## config.mk

```make
export PLATFORM = sky130hd
export DESIGN_NAME = rtcc_top
export DESIGN_NICKNAME = d
export VERILOG_FILES = /design/src/pkg/rtcc_pkg.sv /design/src/pkg/rtcc_pin_if.sv /design/src/logic/rtcc_pin_mux.sv /design/src/logic/rtcc_top.sv
export VERILOG_INCLUDE_DIRS = /design/src /design/src/pkg
export SDC_FILE = /design/constraint.sdc
export NUM_CORES = 1
export LEC_CHECK = 0
export ABC_AREA = 1
export BUFFER_PORTS_ARGS = -buffer_cell sky130_fd_sc_hd__buf_2
export CAP_MARGIN = 20
export CORE_ASPECT_RATIO = 0.75
export CORE_MARGIN = 2
export CORE_UTILIZATION = 44
export DETAILED_ROUTE_END_ITERATION = 6
export GPL_TIMING_DRIVEN = 0
export PLACE_DENSITY_LB_ADDON = 0.2
export RECOVER_POWER = 100
export SKIP_LAST_GASP = 1
export SLEW_MARGIN = 5
export SYNTH_ARGS = -nofsm -noshare
export SYNTH_HDL_FRONTEND = slang
export SYNTH_HIERARCHICAL = 1
export SYNTH_SLANG_ARGS = --single-unit
```

## constraint.sdc

```tcl
create_clock -name clock -period 1.3 [get_ports clock]
set_input_delay 0.13 -clock clock [delete_from_list [all_inputs] [get_ports clock]]
set_output_delay 0.13 -clock clock [all_outputs]
set_load 0.01 [all_outputs]
```

## src/pkg/rtcc_defs.svh

```systemverilog
`ifndef RTCC_DEFS_SVH
`define RTCC_DEFS_SVH
// Overview of operation
// - century enable D7, flag D6, address 03h
// - enable set: flag inverts at century turn
// - enable clear: flag holds at century turn
// - no function active: pin follows level bit
// - level and test bits clear, watchdog zero, alarm interrupt off: pin low
// - pin is open drain, pulls low only
// - initial power-up clears watchdog, enables, test
// - initial power-up sets halt, level, marker
// - backup power-up sets marker, clears test, watchdog
// - other bits undefined after initial power-up
// - watchdog prevails over frequency test output
// - frequency test toggles pin at 512 Hz
// - enabled alarm drives pin as interrupt while square wave is disabled
`define RTCC_HOURS_ADDR     8'h03
`define RTCC_YEAR_LAST      8'h99
`define RTCC_CTRL_ADDR      8'h08
`define RTCC_CEN_BIT        7
`define RTCC_CFLAG_BIT      6
`define RTCC_LEVEL_BIT      7
`define RTCC_FTEST_BIT      6
`define RTCC_WDOG_W         7
`define RTCC_WDOG_ZERO      7'h00
`define RTCC_CLK_HZ         50000000
`define RTCC_FTEST_HZ       512
`define RTCC_HALF_CYC       (`RTCC_CLK_HZ / (2 * `RTCC_FTEST_HZ))
`define RTCC_CNT_W          16
`endif

```

## src/pkg/rtcc_pkg.sv

```systemverilog
package rtcc_pkg;
    // power-up event selected on first clock after reset release
    typedef enum logic [1:0] {
        RTCC_PWR_RUN     = 2'b00,
        RTCC_PWR_INITIAL = 2'b01,
        RTCC_PWR_BACKUP  = 2'b11
    } rtcc_pwr_type;
    // pin source, gray along usual path
    typedef enum logic [1:0] {
        RTCC_SRC_LEVEL = 2'b00,
        RTCC_SRC_FTEST = 2'b01,
        RTCC_SRC_WDOG  = 2'b11,
        RTCC_SRC_IRQ   = 2'b10
    } rtcc_src_type;
endpackage : rtcc_pkg

```

## src/pkg/rtcc_pin_if.sv

```systemverilog
`timescale 1ns/10ps
interface rtcc_pin_if;
    logic level_bit;
    logic ftest_bit;
    logic alarm_irq_enable;
    logic square_wave_enable;
    logic alarm_flag;
    logic wdog_nonzero;
    logic wdog_fired;
    logic osc_running;
    logic pull_low;
    modport ctrl (output level_bit, ftest_bit, alarm_irq_enable, square_wave_enable,
                  alarm_flag, wdog_nonzero, wdog_fired, osc_running, input pull_low);
    modport pin  (input level_bit, ftest_bit, alarm_irq_enable, square_wave_enable,
                  alarm_flag, wdog_nonzero, wdog_fired, osc_running, output pull_low);
endinterface : rtcc_pin_if

```

## src/logic/rtcc_pin_mux.sv

```systemverilog
`timescale 1ns/10ps
`include "rtcc_defs.svh"
module rtcc_pin_mux #(
    parameter int HALF_CYC = `RTCC_HALF_CYC
) (
    input  wire logic  clock,
    input  wire logic  resetn,
    rtcc_pin_if.pin    pif
);
    logic [`RTCC_CNT_W-1:0] div_reg;
    logic                   tog_reg;
    logic                   low_reg;
    rtcc_pkg::rtcc_src_type src;

    // 512 Hz test divider
    always_ff @(posedge clock) begin
        if (!resetn || !pif.osc_running) begin
            div_reg <= '0;
            tog_reg <= 1'b0;
        end else if (div_reg == `RTCC_CNT_W'(HALF_CYC - 1)) begin
            div_reg <= '0;
            tog_reg <= ~tog_reg;
        end else begin
            div_reg <= div_reg + 1'b1;
        end
    end

    // source priority: alarm, watchdog, test, level
    always_comb begin
        if (pif.alarm_irq_enable && !pif.square_wave_enable)
            src = rtcc_pkg::RTCC_SRC_IRQ;
        else if (pif.wdog_nonzero)
            src = rtcc_pkg::RTCC_SRC_WDOG;
        else if (pif.ftest_bit && !pif.square_wave_enable)
            src = rtcc_pkg::RTCC_SRC_FTEST;
        else
            src = rtcc_pkg::RTCC_SRC_LEVEL;
    end

    // registered pull-low request
    always_ff @(posedge clock) begin
        if (!resetn) begin
            low_reg <= 1'b0;
        end else begin
            case (src)
                rtcc_pkg::RTCC_SRC_IRQ:   low_reg <= pif.alarm_flag;
                rtcc_pkg::RTCC_SRC_WDOG:  low_reg <= pif.wdog_fired;
                rtcc_pkg::RTCC_SRC_FTEST: low_reg <= ~tog_reg;
                rtcc_pkg::RTCC_SRC_LEVEL: low_reg <= ~pif.level_bit;
                default:                  low_reg <= ~pif.level_bit;
            endcase
        end
    end
    assign pif.pull_low = low_reg;
endmodule : rtcc_pin_mux

```

## src/logic/rtcc_top.sv

```systemverilog
`timescale 1ns/10ps
`include "rtcc_defs.svh"
module rtcc_top #(
    parameter int HALF_CYC = `RTCC_HALF_CYC
) (
    input  wire logic        clock,
    input  wire logic        resetn,
    input  wire logic        backup_present,
    input  wire logic        year_tick,
    input  wire logic [7:0]  year_bcd,
    input  wire logic        wr_en,
    input  wire logic [7:0]  wr_addr,
    input  wire logic [7:0]  wr_data,
    input  wire logic        alarm_irq_enable_wr,
    input  wire logic        alarm_irq_enable_in,
    input  wire logic        square_wave_enable_wr,
    input  wire logic        square_wave_enable_in,
    input  wire logic        alarm_backup_enable_wr,
    input  wire logic        alarm_backup_enable_in,
    input  wire logic        halt_oscillator_wr,
    input  wire logic        halt_oscillator_in,
    input  wire logic        power_loss_clear,
    input  wire logic        wdog_wr,
    input  wire logic [6:0]  wdog_in,
    input  wire logic        alarm_flag,
    input  wire logic        wdog_fired,
    output logic             century_toggle_enable,
    output logic             century_flag,
    output logic             pin_level_bit,
    output logic             freq_test_bit,
    output logic             alarm_irq_enable,
    output logic             square_wave_enable,
    output logic             alarm_backup_enable,
    output logic             halt_oscillator_bit,
    output logic             power_loss_marker,
    output logic [6:0]       wdog_reg,
    output logic             multi_function_pin_o,
    output logic             multi_function_pin_oe
);
    logic cen_reg, cflag_reg, level_reg, ftest_reg, aie_reg, sqw_reg, abe_reg;
    logic halt_reg, mark_reg;
    logic [`RTCC_WDOG_W-1:0] wdog_q_reg;
    logic                    rst_d_reg;
    rtcc_pkg::rtcc_pwr_type  pwr;
    logic                    century_turn;
    rtcc_pin_if              pif ();

    // host byte write aimed at one address this cycle
    function automatic logic addr_hit(input logic en, input logic [7:0] a, input logic [7:0] t);
        return en && (a == t);
    endfunction : addr_hit

    // power-up kind: first clock after release of reset
    always_ff @(posedge clock) begin
        rst_d_reg <= resetn;
    end
    always_comb begin
        if (resetn && !rst_d_reg)
            pwr = backup_present ? rtcc_pkg::RTCC_PWR_BACKUP : rtcc_pkg::RTCC_PWR_INITIAL;
        else
            pwr = rtcc_pkg::RTCC_PWR_RUN;
    end

    // century turn on year rollover 99 to 00
    assign century_turn = year_tick && (year_bcd == `RTCC_YEAR_LAST);

    // century bits at address 03h
    always_ff @(posedge clock) begin
        if (!resetn) begin
            cen_reg   <= 1'b0; // any value allowed, zero chosen
            cflag_reg <= 1'b0;
        end else if (addr_hit(wr_en, wr_addr, `RTCC_HOURS_ADDR)) begin
            cen_reg   <= wr_data[`RTCC_CEN_BIT];
            cflag_reg <= wr_data[`RTCC_CFLAG_BIT];
        end else if (century_turn && cen_reg) begin
            cflag_reg <= ~cflag_reg;
        end
        // enable clear: flag holds
    end

    // control register 08h: level and test bits
    always_ff @(posedge clock) begin
        if (!resetn) begin
            if (!backup_present) begin
                level_reg <= 1'b1; // battery-backed: only a cold start sets it
            end
            ftest_reg <= 1'b0;
        end else if (pwr == rtcc_pkg::RTCC_PWR_INITIAL) begin
            level_reg <= 1'b1;
            ftest_reg <= 1'b0;
        end else if (pwr == rtcc_pkg::RTCC_PWR_BACKUP) begin
            ftest_reg <= 1'b0; // level kept
        end else if (addr_hit(wr_en, wr_addr, `RTCC_CTRL_ADDR)) begin
            level_reg <= wr_data[`RTCC_LEVEL_BIT];
            ftest_reg <= wr_data[`RTCC_FTEST_BIT];
        end
    end

    // alarm, square wave, backup-alarm enables
    always_ff @(posedge clock) begin
        if (!resetn) begin
            if (!backup_present) begin // kept through a backup power-up
                aie_reg <= 1'b0;
                sqw_reg <= 1'b0;
                abe_reg <= 1'b0;
            end
        end else if (pwr == rtcc_pkg::RTCC_PWR_INITIAL) begin
            aie_reg <= 1'b0;
            sqw_reg <= 1'b0;
            abe_reg <= 1'b0;
        end else if (pwr == rtcc_pkg::RTCC_PWR_RUN) begin
            if (alarm_irq_enable_wr)    aie_reg <= alarm_irq_enable_in;
            if (square_wave_enable_wr)  sqw_reg <= square_wave_enable_in;
            if (alarm_backup_enable_wr) abe_reg <= alarm_backup_enable_in;
        end
    end

    // halt bit and power-loss marker
    always_ff @(posedge clock) begin
        if (!resetn) begin
            if (!backup_present) begin
                halt_reg <= 1'b1; // kept through a backup power-up
            end
            mark_reg <= 1'b1;
        end else if (pwr == rtcc_pkg::RTCC_PWR_INITIAL) begin
            halt_reg <= 1'b1;
            mark_reg <= 1'b1;
        end else if (pwr == rtcc_pkg::RTCC_PWR_BACKUP) begin
            mark_reg <= 1'b1; // halt kept
        end else begin
            if (halt_oscillator_wr) halt_reg <= halt_oscillator_in;
            if (power_loss_clear)   mark_reg <= 1'b0;
        end
    end

    // watchdog register: multiplier and resolution
    always_ff @(posedge clock) begin
        if (!resetn || pwr != rtcc_pkg::RTCC_PWR_RUN) begin
            wdog_q_reg <= `RTCC_WDOG_ZERO;
        end else if (wdog_wr) begin
            wdog_q_reg <= wdog_in;
        end
    end

    // connect pin selector
    assign pif.level_bit          = level_reg;
    assign pif.ftest_bit          = ftest_reg;
    assign pif.alarm_irq_enable   = aie_reg;
    assign pif.square_wave_enable = sqw_reg;
    assign pif.alarm_flag         = alarm_flag;
    assign pif.wdog_nonzero       = (wdog_q_reg != `RTCC_WDOG_ZERO);
    assign pif.wdog_fired         = wdog_fired;
    assign pif.osc_running        = ~halt_reg;

    rtcc_pin_mux #(
        .HALF_CYC (HALF_CYC)
    ) u_pin (
        .clock  (clock),
        .resetn (resetn),
        .pif    (pif)
    );

    // open drain: drive low only, never high
    assign multi_function_pin_o  = 1'b0;
    assign multi_function_pin_oe = pif.pull_low;

    assign century_toggle_enable = cen_reg;
    assign century_flag          = cflag_reg;
    assign pin_level_bit         = level_reg;
    assign freq_test_bit         = ftest_reg;
    assign alarm_irq_enable      = aie_reg;
    assign square_wave_enable    = sqw_reg;
    assign alarm_backup_enable   = abe_reg;
    assign halt_oscillator_bit   = halt_reg;
    assign power_loss_marker     = mark_reg;
    assign wdog_reg              = wdog_q_reg;
endmodule : rtcc_top

```

# Word-level counts from Yosys, hierarchy flattened
# Cells that the tools add are included.
# word_totals
register_bits	35
latchBits	0
ramBits	0
rom_bits	0
inputBits	48
output_inout_bits	18
mem_count	0
# classes
add_sub_neg	1
n_mul	0
n_div	0
order_cmp	0
n_eq_ne	17
shifts	0
mux	30
bitwise_logic	4
n_reduce_logical	24
# ops
op	count
two-way mux 1 bit	25
inequality test 3 x 1 -> 1 bit, second input constant	6
adder 16 x 1 -> 16 bit, second input constant	1
== test 16 bit, second input constant	1
AND reduction 3 bit	5
== test 8 x 2 -> 1 bit, second input constant	1
== test 8 x 4 -> 1 bit, second input constant	1
== test 8 bit, second input constant	1
two-way mux 2 bit	4
logical AND 1 bit	7
nonzero test 7 bit	1
== test 2 bit, second input constant	3
== test 2 x 1 -> 1 bit, second input constant	2
zero test 2 bit	2
NOT 1 bit	4
case mux 1 bit (4 select lines)	1
nonzero test 2 bit	2
zero test 1 bit	3
inequality test 3 bit, second input constant	1
OR reduction 3 bit	1
logical OR 1 bit	2
inequality test 2 bit, second input constant	1
OR reduction 2 bit	1

# Logic depth before layout (Yosys ltp)
# Gate-level depths: netlist of run 1.
# logic_depth
depth_word	7
mapped_depth	10
depth_no_buf	10

# By module
# Netlist of run 1, hierarchy kept.
# by_module_without_submodules
module	instances	cells_each	area_each_um2
rtcc_pin_mux	1	145	989.7
rtcc_top	1	112	808.3

# Worst setup path before layout of run 1
# No wires, ideal clock.
# synth_path
kind	reg2reg
from	reg u_pin.div_reg[0]
to	reg u_pin.div_reg[10]
setup_ps	115
t_arrival_ps	1179
slack_ps	6
stages_incl_launch_ff	10
synth_period_minus_slack_ps	1294
path_cell_list	dfxtp_1 ha_1 inv_1 nor2_1 nand2_1 nor2_2 nand2_2 nand2_4 buf_12 nor2_2
# synth_via
elab_chain_cells	2
# synth_rtl
item	line	rtl
start, declared	rtcc_pin_mux.sv:10	logic [`RTCC_CNT_W-1:0] div_reg;
start signal, assigned	rtcc_pin_mux.sv:24	div_reg <= div_reg + 1'b1;
parallel branches: the longest is 2 deep, another holds adder 16 x 1 -> 16 bit	-	
# Parallel ways; which one is timed is not known.
# A chain may end at the register's enable or synchronous reset.

# Worst setup path in the final report of run 1
# layout_path
from	reg u_pin.div_reg[1]
to	reg u_pin.div_reg[11]
# Same word-level chain as after synthesis.

==> metrics.cfg, run 1 <==
[place]
dpl.hpwl_mm = 2.73
post-place-cells = 369
portBuffers = 57
globalplace.congestion = 0.797
dp_slack_ns = -0.165

[yosys]
synth_seq_cells = 35
synthesis.nets = 306
yosysWarningCount = 6
synth_compound_area_share_pct = 8.28
synth_top_family_by_area = simple AND/OR/NAND/NOR gates
synth_cells = 257
synthMuxAreaShare_pct = 0
syn_area_per_cell_um2 = 7.00
synth_xor_area_share_pct = 3.41
synthAdderAreaFrac_pct = 0.696
yosysSeqAreaShare_pct = 41.8
synth_cell_types = 29
synth.cell_area_um2 = 1800
yosys.area_share.simple_pct = 33.3

[global_route]
grt_max_degree = 11
grt_usage_pct = 18.8
grt_pass1_vias = 1557
grt_first_pass_wirelength_mm = 6.69
antenna_found_initial = 0
gr-total-overflow = 0

[die]
dieHeight_um = 59.4
core_area_um2 = 3980
rows = 20
ios = 66
start_util_pct = 45.2
dieArea_um2 = 4620
die_w_um = 77.8

[setup_path]
critPathRequiredTime_ns = 1.48
crit_family = simple AND/OR/NAND/NOR gates
cp_max_fo = 6
worst-path-buf-inv = 3
endpoint_kind = flop
critical_path_class = reg2reg
slowest_stage = dfxtp_2
startpoint_type = flop
crit_arrival_ns = 1.55
max_stage_delay_ns = 0.35
path_cells = ha_4 > inv_2 > nor2_4 > nand2_2 > nor2_4 > nand2_2 > nand2_4 > buf_12 > buf_12 > nor2_2

[finish]
final_common_cell = nand2_1
largest_reg_flops = 16
area_growth_pct = 32.2
stdcell_count = 388
diodes = 0
nets = 381
final_cell_mix = 60 x nand2_1, 46 x inv_1, 42 x buf_2
drive_above_1_share_pct = 29.4

[power_and_ir_drop]
power.leakage_nw = 1.08
p_per_area_nw_per_um2 = 895
vdd_drop_max_mv = 0.754

[route]
routed_wl_mm = 3.99
wl_per_cell_um = 10.3
drtPass1Iterations = 4
drtAntennaViolNets = 0
via_count = 1720
initialDrtViolationCount = 94
viasPerCell = 4.43
drc = 0

[cts]
clkLatencyLatePin_ns = 0.29
htreeDepth = 2
clk_pin_slew_ns = 0.07
clock_tree.root_cell = clkbuf_8
clock_sinks = 35
cts_tree = done
cts_buffers = 5
clockBufferDepth = 2

[timing]
fin_skew_ns = 0.00985
hold_viol_final = 0
fin_crit_ns = 1.37
fmax_mhz = 728
rsz0062_at_grt = yes
hold_slack_ns = 0.0250
fin_ws_ns = -0.0736
period_share_pct = 106
drv_slew = 0
setup_viol = 10

[hold_path]
min_path_type = in2reg

[status]
status = finished with violations
violations = setup timing

[run]
max_cap_viol_count = 0

## power by group
part / switching (W) / leakage (nW) / internal [W]
clock network: 0.000367 / 0.0395 / 0.000380
registers: 0.0000152 / 0.294 / 0.00113
logic: 0.000122 / 0.746 / 0.000114
## metal layers
metal / share of wire (%) / up-vias / wire length, µm / track usage (%)
li1: - / 932 / - / -
met1: 48 / 731 / 1900 / 23.8
met2: 44 / 47 / 1770 / 30.9
met3: 5.9 / 10 / 234 / 4.42
met4: 2.1 / 0 / 82 / 9.18
met5: 0 / - / 0 / 0
## kinds of logic (layout without fill, tap and decap cells)
| group | count (synthesis) | after routing |
|---|---|---|
| XOR/XNOR | 7 | 7 |
| buffers and inverters | 53 | 129 |
| flip-flops | 35 | 35 |
| other | 1 | 1 |
| adder cells (fa/ha/maj) | 1 | 1 |
| AND/OR/NAND/NOR | 133 | 133 |
| AO/OA/AOI/OAI | 27 | 27 |
## through the flow
step | area, µm² | util, % | setup TNS (ns) | power (W)
floorplan | 1800 | - | 0 | 0.00128
global placement | 2150 | 54.1 | -1.88 | 0.00138
detailed placement | 2150 | 54.1 | -1.78 | 0.00138
CTS | 2380 | 59.7 | -1.36 | 0.00217
global route | 2380 | 59.7 | -1.41 | 0.00224
finish | 2380 | 59.7 | -0.514 | 0.00213
## what timing repair did
| action | CTS | global route |
|---|---|---|
| setup buffers | 9 | 2 |
| gates resized for setup | 9 | 9 |
| hold buffers | 0 | 0 |
| cloned | 1 | 0 |
| pin swaps | 7 | 7 |
| endpoints found under the setup margin | 16 | 17 |
## cells in the mapped netlist
master    count  area (µm²)
o21ai_0       7        35.0
nand4_1       4        25.0
inv_2         2        7.51
nor2_2       17         106
buf_4         1        7.51
nand3_1      12        60.1
inv_1        47         176
xor2_1        6        52.6
ha_1          1        12.5
nand3_2       1        10.0
buf_2         2        10.0
edfxtp_1      5         150
o21ai_1       2        10.0
nand2_2       4        25.0
conb_1        1        3.75
nand2_4       1        11.3
a21oi_2       1        8.76
dfxtp_1      30         601
nor3_1        1        5.00
xnor2_1       1        8.76
nand2_1      61         229
nor2_1       29         109
o211ai_1      1        7.51
a21oi_1      13        65.1
or2_2         2        12.5
nor4_1        1        6.26
a22oi_1       1        7.51
o21bai_1      2        15.0
buf_12        1        20.0
## path summary, 6_finish.rpt
path                                         from  cells past startpoint  slack, ns                end
worst max-delay path             u_pin/div_reg[1]                     10      -0.07  u_pin/div_reg[11]
worst min-delay path             power_loss_clear                      2       0.03  power_loss_marker
worst max register to register   u_pin/div_reg[1]                     10      -0.07  u_pin/div_reg[11]
worst min register to register  power_loss_marker                      2       0.46  power_loss_marker
## layout make-up
cell class	instances	area (µm²)
fill	364	1600
multi-input combinational	169	880
sequential	35	754
timing repair buffer	68	372
inverter	49	184
clock buffer	8	80.1
tap	55	68.8
buffer	4	37.5
Power figures use the tool's default switching activity.
==> inputs of run 2 (changes only) <==
--- a/config.mk
+++ b/config.mk
@@ -9,9 +9,11 @@
 export ABC_AREA = 1
 export BUFFER_PORTS_ARGS = -buffer_cell sky130_fd_sc_hd__buf_2
 export CAP_MARGIN = 20
+export CELL_PAD_IN_SITES_DETAIL_PLACEMENT = 0
+export CELL_PAD_IN_SITES_GLOBAL_PLACEMENT = 2
 export CORE_ASPECT_RATIO = 0.75
 export CORE_MARGIN = 2
-export CORE_UTILIZATION = 44
+export CORE_UTILIZATION = 23
 export DETAILED_ROUTE_END_ITERATION = 6
 export GPL_TIMING_DRIVEN = 0
 export PLACE_DENSITY_LB_ADDON = 0.2
==> run 2 against run 1 <==
Effect of this change:
- the run still ends with setup timing left
- sequential power barely moved
- cell count rose by 11%
- routed wire length rose by 13%
- via count fell by 1.4%
- worst setup slack got worse by 0.0013 ns
- flip-flop and latch count did not move
- critical path depth did not move
- core utilization fell by 27 points
- first-iteration DRC count fell by 51%
- maximum frequency barely moved
- non-clock buffer count fell by 2
- critical endpoint is now u_pin/div_reg[10]
- largest cell class unchanged
==> metrics.cfg, run 2 (synthesized netlist as in run 1, its figures left out) <==
[route]
routed_wl_mm = 4.52
viasPerCell = 3.93
initialDrtViolationCount = 46
via_count = 1696
drc = 0
wl_per_cell_um = 10.5
drtPass1Iterations = 4
drtAntennaViolNets = 0

[place]
globalplace.congestion = 0.712
portBuffers = 57
dp_slack_ns = -0.175
dpl.hpwl_mm = 3.47

[power_and_ir_drop]
vdd_drop_max_mv = 0.340
power.total_w = 0.00217
p_per_area_nw_per_um2 = 885
power.leakage_nw = 1.08

[die]
dieArea_um2 = 8550
ios = 66
dieHeight_um = 80.6
start_util_pct = 24.1
rows = 27
die_w_um = 106
core_area_um2 = 7470

[global_route]
grt_usage_pct = 11.3
grt_max_degree = 11
antenna_found_initial = 0
grt_pass1_vias = 1575
gr-total-overflow = 0
grt_first_pass_wirelength_mm = 7.48

[hold_path]
min_path_type = in2reg

[cts]
htreeDepth = 2
clock_tree.root_cell = clkbuf_8
clockBufferDepth = 2
cts_buffers = 5
cts_tree = done
clkLatencyLatePin_ns = 0.28
clock_sinks = 35
clk_pin_slew_ns = 0.07

[setup_path]
startpoint_type = flop
critical_path_class = reg2reg
endpoint_kind = flop
crit_arrival_ns = 1.55
cp_max_fo = 5
critPathRequiredTime_ns = 1.47

[finish]
drive_above_1_share_pct = 29.6
nets = 379
area_growth_pct = 36.1
diodes = 0
final_cell_mix = 60 x nand2_1, 46 x inv_1, 42 x buf_2
largest_reg_flops = 16
final_common_cell = nand2_1

[timing]
fin_crit_ns = 1.37
fin_tns_setup_ns = -0.595
rsz0062_at_grt = yes
setup_viol = 12
period_share_pct = 106
fin_skew_ns = 0.00749
fin_ws_ns = -0.0749
hold_viol_final = 0
fmax_mhz = 727
drv_slew = 0

[status]
status = finished with violations
violations = setup timing

[run]
max_cap_viol_count = 0

==> run 2: cell count changes in the layout (fill, tap and decap cells not counted), sizes merged <==
cell and delta:
buf -2, clkbuf -1, clkinv +1
==> run 2: report_power, final <==
part | internal, W | total, W | switching (W)
Sequential | 0.00112 | 0.00114 | 0.0000168
Clock | 0.000376 | 0.000770 | 0.000394
Combinational | 0.000125 | 0.000254 | 0.000129
==> run 2: worst paths after layout <==
kind                                   startpoint           endpoint  slack [ns]  cells past startpoint
worst min register to register  power_loss_marker  power_loss_marker        0.46                      2
worst max-delay path             u_pin/div_reg[1]  u_pin/div_reg[10]       -0.07                     10
worst max register to register   u_pin/div_reg[1]  u_pin/div_reg[10]       -0.07                     10
worst min-delay path             power_loss_clear  power_loss_marker        0.03                      2
==> run 2: critical path, cell delays in order, from the launching register on <==
cell     delay, ns
dfxtp_4       0.36
ha_4          0.15
inv_4         0.04
nor2_4        0.08
nand2_2       0.07
nor2_4        0.11
nand2_2       0.08
nand2_4       0.10
buf_12        0.12
buf_12        0.12
nor2_2        0.04
==> run 2: what timing repair did <==
item                       in CTS  in global routing
hold buffers                    0                  0
cloned                          1                  0
setup endpoints to repair      16                 18
pin swaps                       2                  4
resized for setup               9                 11
buffers inserted                5                  3
==> run 2: metal layers <==
layer,vias up,track usage [%],part of all wire (%)
li1,926,-,-
met5,-,0,0
met2,40,17.3,40
met3,5,3.08,5.2
met4,0,3.95,0.93
met1,725,15.3,53
==> run 2: cell type report <==
| class | instances | area [µm²] |
|---|---|---|
| timing repair buffer | 66 | 377 |
| clock inverter | 1 | 5.00 |
| fill | 818 | 5020 |
| multi-input combinational | 169 | 883 |
| inverter | 49 | 186 |
| clock buffer | 7 | 76.3 |
| tap | 101 | 126 |
| buffer | 4 | 37.5 |
| sequential | 35 | 756 |
==> run 2: per-stage QoR <==
stage / hold WS [ns] / instance area [µm²] / util (%) / std cells
final: 0.0326 / 2450 / 32.8 / 432
after global routing: 0.0285 / 2450 / 32.8 / 432
after CTS: 0.0279 / 2400 / 32.2 / 429
after detailed placement: 0.334 / 2210 / 29.6 / 415
after global placement: 0.326 / 2210 / 29.6 / 415
after floorplan: 0.158 / 1800 / - / 257
==> inputs of run 3 (changes only) <==
--- a/config.mk
+++ b/config.mk
@@ -16,6 +16,7 @@
 export CORE_UTILIZATION = 23
 export DETAILED_ROUTE_END_ITERATION = 6
 export GPL_TIMING_DRIVEN = 0
+export MAX_ROUTING_LAYER = met4
 export PLACE_DENSITY_LB_ADDON = 0.2
 export RECOVER_POWER = 100
 export SKIP_LAST_GASP = 1
==> constraint.sdc (replaced) <==
create_clock -name clock -period 1.3 [get_ports clock]
set_input_delay 0.065 -clock clock [delete_from_list [all_inputs] [get_ports clock]]
set_output_delay 0.065 -clock clock [all_outputs]
set_load 0.01 [all_outputs]
==> run 3 against run 2 <==
Effect of this change:
- the flow still finishes with violations (setup timing)
- hold slack got worse by 0.0020 ns
- design area up 0.92%
- critical endpoint unchanged
- highest routed layer unchanged
- worst setup slack lost 0.00088 ns
- register-to-register slack about the same
- largest cell class unchanged
==> metrics.cfg, run 3 (synthesized netlist as in run 1, its figures left out) <==
[status]
status = finished with violations
violations = setup timing

[finish]
final_cell_mix = 60 x nand2_1, 46 x inv_1, 42 x buf_2
stdcell_count = 434
final_common_cell = nand2_1
drive_above_1_share_pct = 29.7
fin_area_um2 = 2470
area_growth_pct = 37.4
diodes = 0
largest_reg_flops = 16
nets = 381

[global_route]
antenna_found_initial = 0
grt_max_degree = 11
grt_usage_pct = 11.7
grt_pass1_vias = 1586
grt_first_pass_wirelength_mm = 7.51
gr-total-overflow = 0

[timing]
drv_slew = 0
fin_ws_ns = -0.0758
rsz0062_at_grt = yes
fin_tns_setup_ns = -0.605
fmax_mhz = 727
hold_slack_ns = 0.0306
fin_skew_ns = 0.00747
fin_crit_ns = 1.38
setup_viol = 12
hold_viol_final = 0
period_share_pct = 106

[setup_path]
crit_arrival_ns = 1.55
critical_path_class = reg2reg
critPathRequiredTime_ns = 1.47
r2r-start = u_pin/div_reg[1]
startpoint_type = flop
startpoint = u_pin/div_reg[1]
endpoint_kind = flop
cp_max_fo = 5
ff2ff_path_depth = 10

[die]
dieHeight_um = 80.6
start_util_pct = 24.1
die_w_um = 106
dieArea_um2 = 8550
core_area_um2 = 7470
rows = 27
ios = 66

[route]
drtAntennaViolNets = 0
initialDrtViolationCount = 50
drtPass1Iterations = 4
drc = 0
via_count = 1701
wl_per_cell_um = 10.4
routed_wl_mm = 4.52
viasPerCell = 3.92

[cts]
cts_buffers = 5
htreeDepth = 2
clkLatencyLatePin_ns = 0.28
cts_tree = done
clock_sinks = 35
clk_pin_slew_ns = 0.07
clockBufferDepth = 2
clock_tree.root_cell = clkbuf_8

[place]
globalplace.congestion = 0.720
portBuffers = 57
dp_slack_ns = -0.175
dpl.hpwl_mm = 3.47
post-place-cells = 415
dpl_cell_area_um2 = 2210

[run]
max_cap_viol_count = 0

[hold_path]
min_path_type = in2reg
holdCritStartpoint = wdog_in[6]
hold_depth = 3

[power_and_ir_drop]
p_per_area_nw_per_um2 = 879
vdd_drop_max_mv = 0.340
power.leakage_nw = 1.09

## run 3: cell count changes in the layout (fill, tap and decap cells not counted)
cell           before  now
dlygate4sd3_1       0    2
nor2_1             26   25
nor2_2             16   17
## run 3: what timing repair did
item / 4_1_cts / 5_1_grt
endpoints found under the setup margin: 16 / 18
setup buffers: 5 / 3
resized for setup: 9 / 11
hold endpoints to repair: 2 / 0
cloned: 1 / 0
hold buffers: 2 / 0
pin swaps: 2 / 4
## run 3: through the flow
step / total power [W] / utilization, %
CTS: 0.00220 / 32.4
floorplan: 0.00128 / -
finish: 0.00217 / 33.1
detailed placement: 0.00139 / 29.6
global route: 0.00230 / 33.1
global placement: 0.00139 / 29.6
## run 3: per-layer routing
layer	vias up	track usage (%)	wire [µm]
li1	930	-	-
met1	726	15.5	2440
met2	40	17.4	1830
met3	5	2.84	216
met4	0	3.95	42
met5	-	-	0
## run 3: path summary, 6_finish.rpt
kind,to,slack [ns]
setup / recovery,u_pin/div_reg[10],-0.08
hold / removal,wdog_reg[6],0.03
setup reg to reg,u_pin/div_reg[10],-0.08
hold reg to reg,power_loss_marker,0.46
## run 3: critical path, cell delays in order (launching register included)
cell and delay, ns:
dfxtp_4 0.36, ha_4 0.15, inv_4 0.04, nor2_4 0.08, nand2_2 0.07, nor2_4 0.11
nand2_2 0.08, nand2_4 0.10, buf_12 0.12, buf_12 0.12, nor2_2 0.04
## run 3: area by class of cell
class,instances,area [µm²]
Fill cell,817,5000
Multi-Input combinational cell,169,886
Sequential cell,35,756
Timing Repair Buffer,68,397
Inverter,49,186
Tap cell,101,126
Clock buffer,7,76.3
Buffer,4,37.5
Clock inverter,1,5.00
## run 3: report_power, final
part           switching [W]  internal, W  total [W]  leakage, nW
sequential         0.0000168      0.00112    0.00114        0.294
combinational       0.000130     0.000129   0.000259        0.754
clock               0.000395     0.000376   0.000771       0.0422
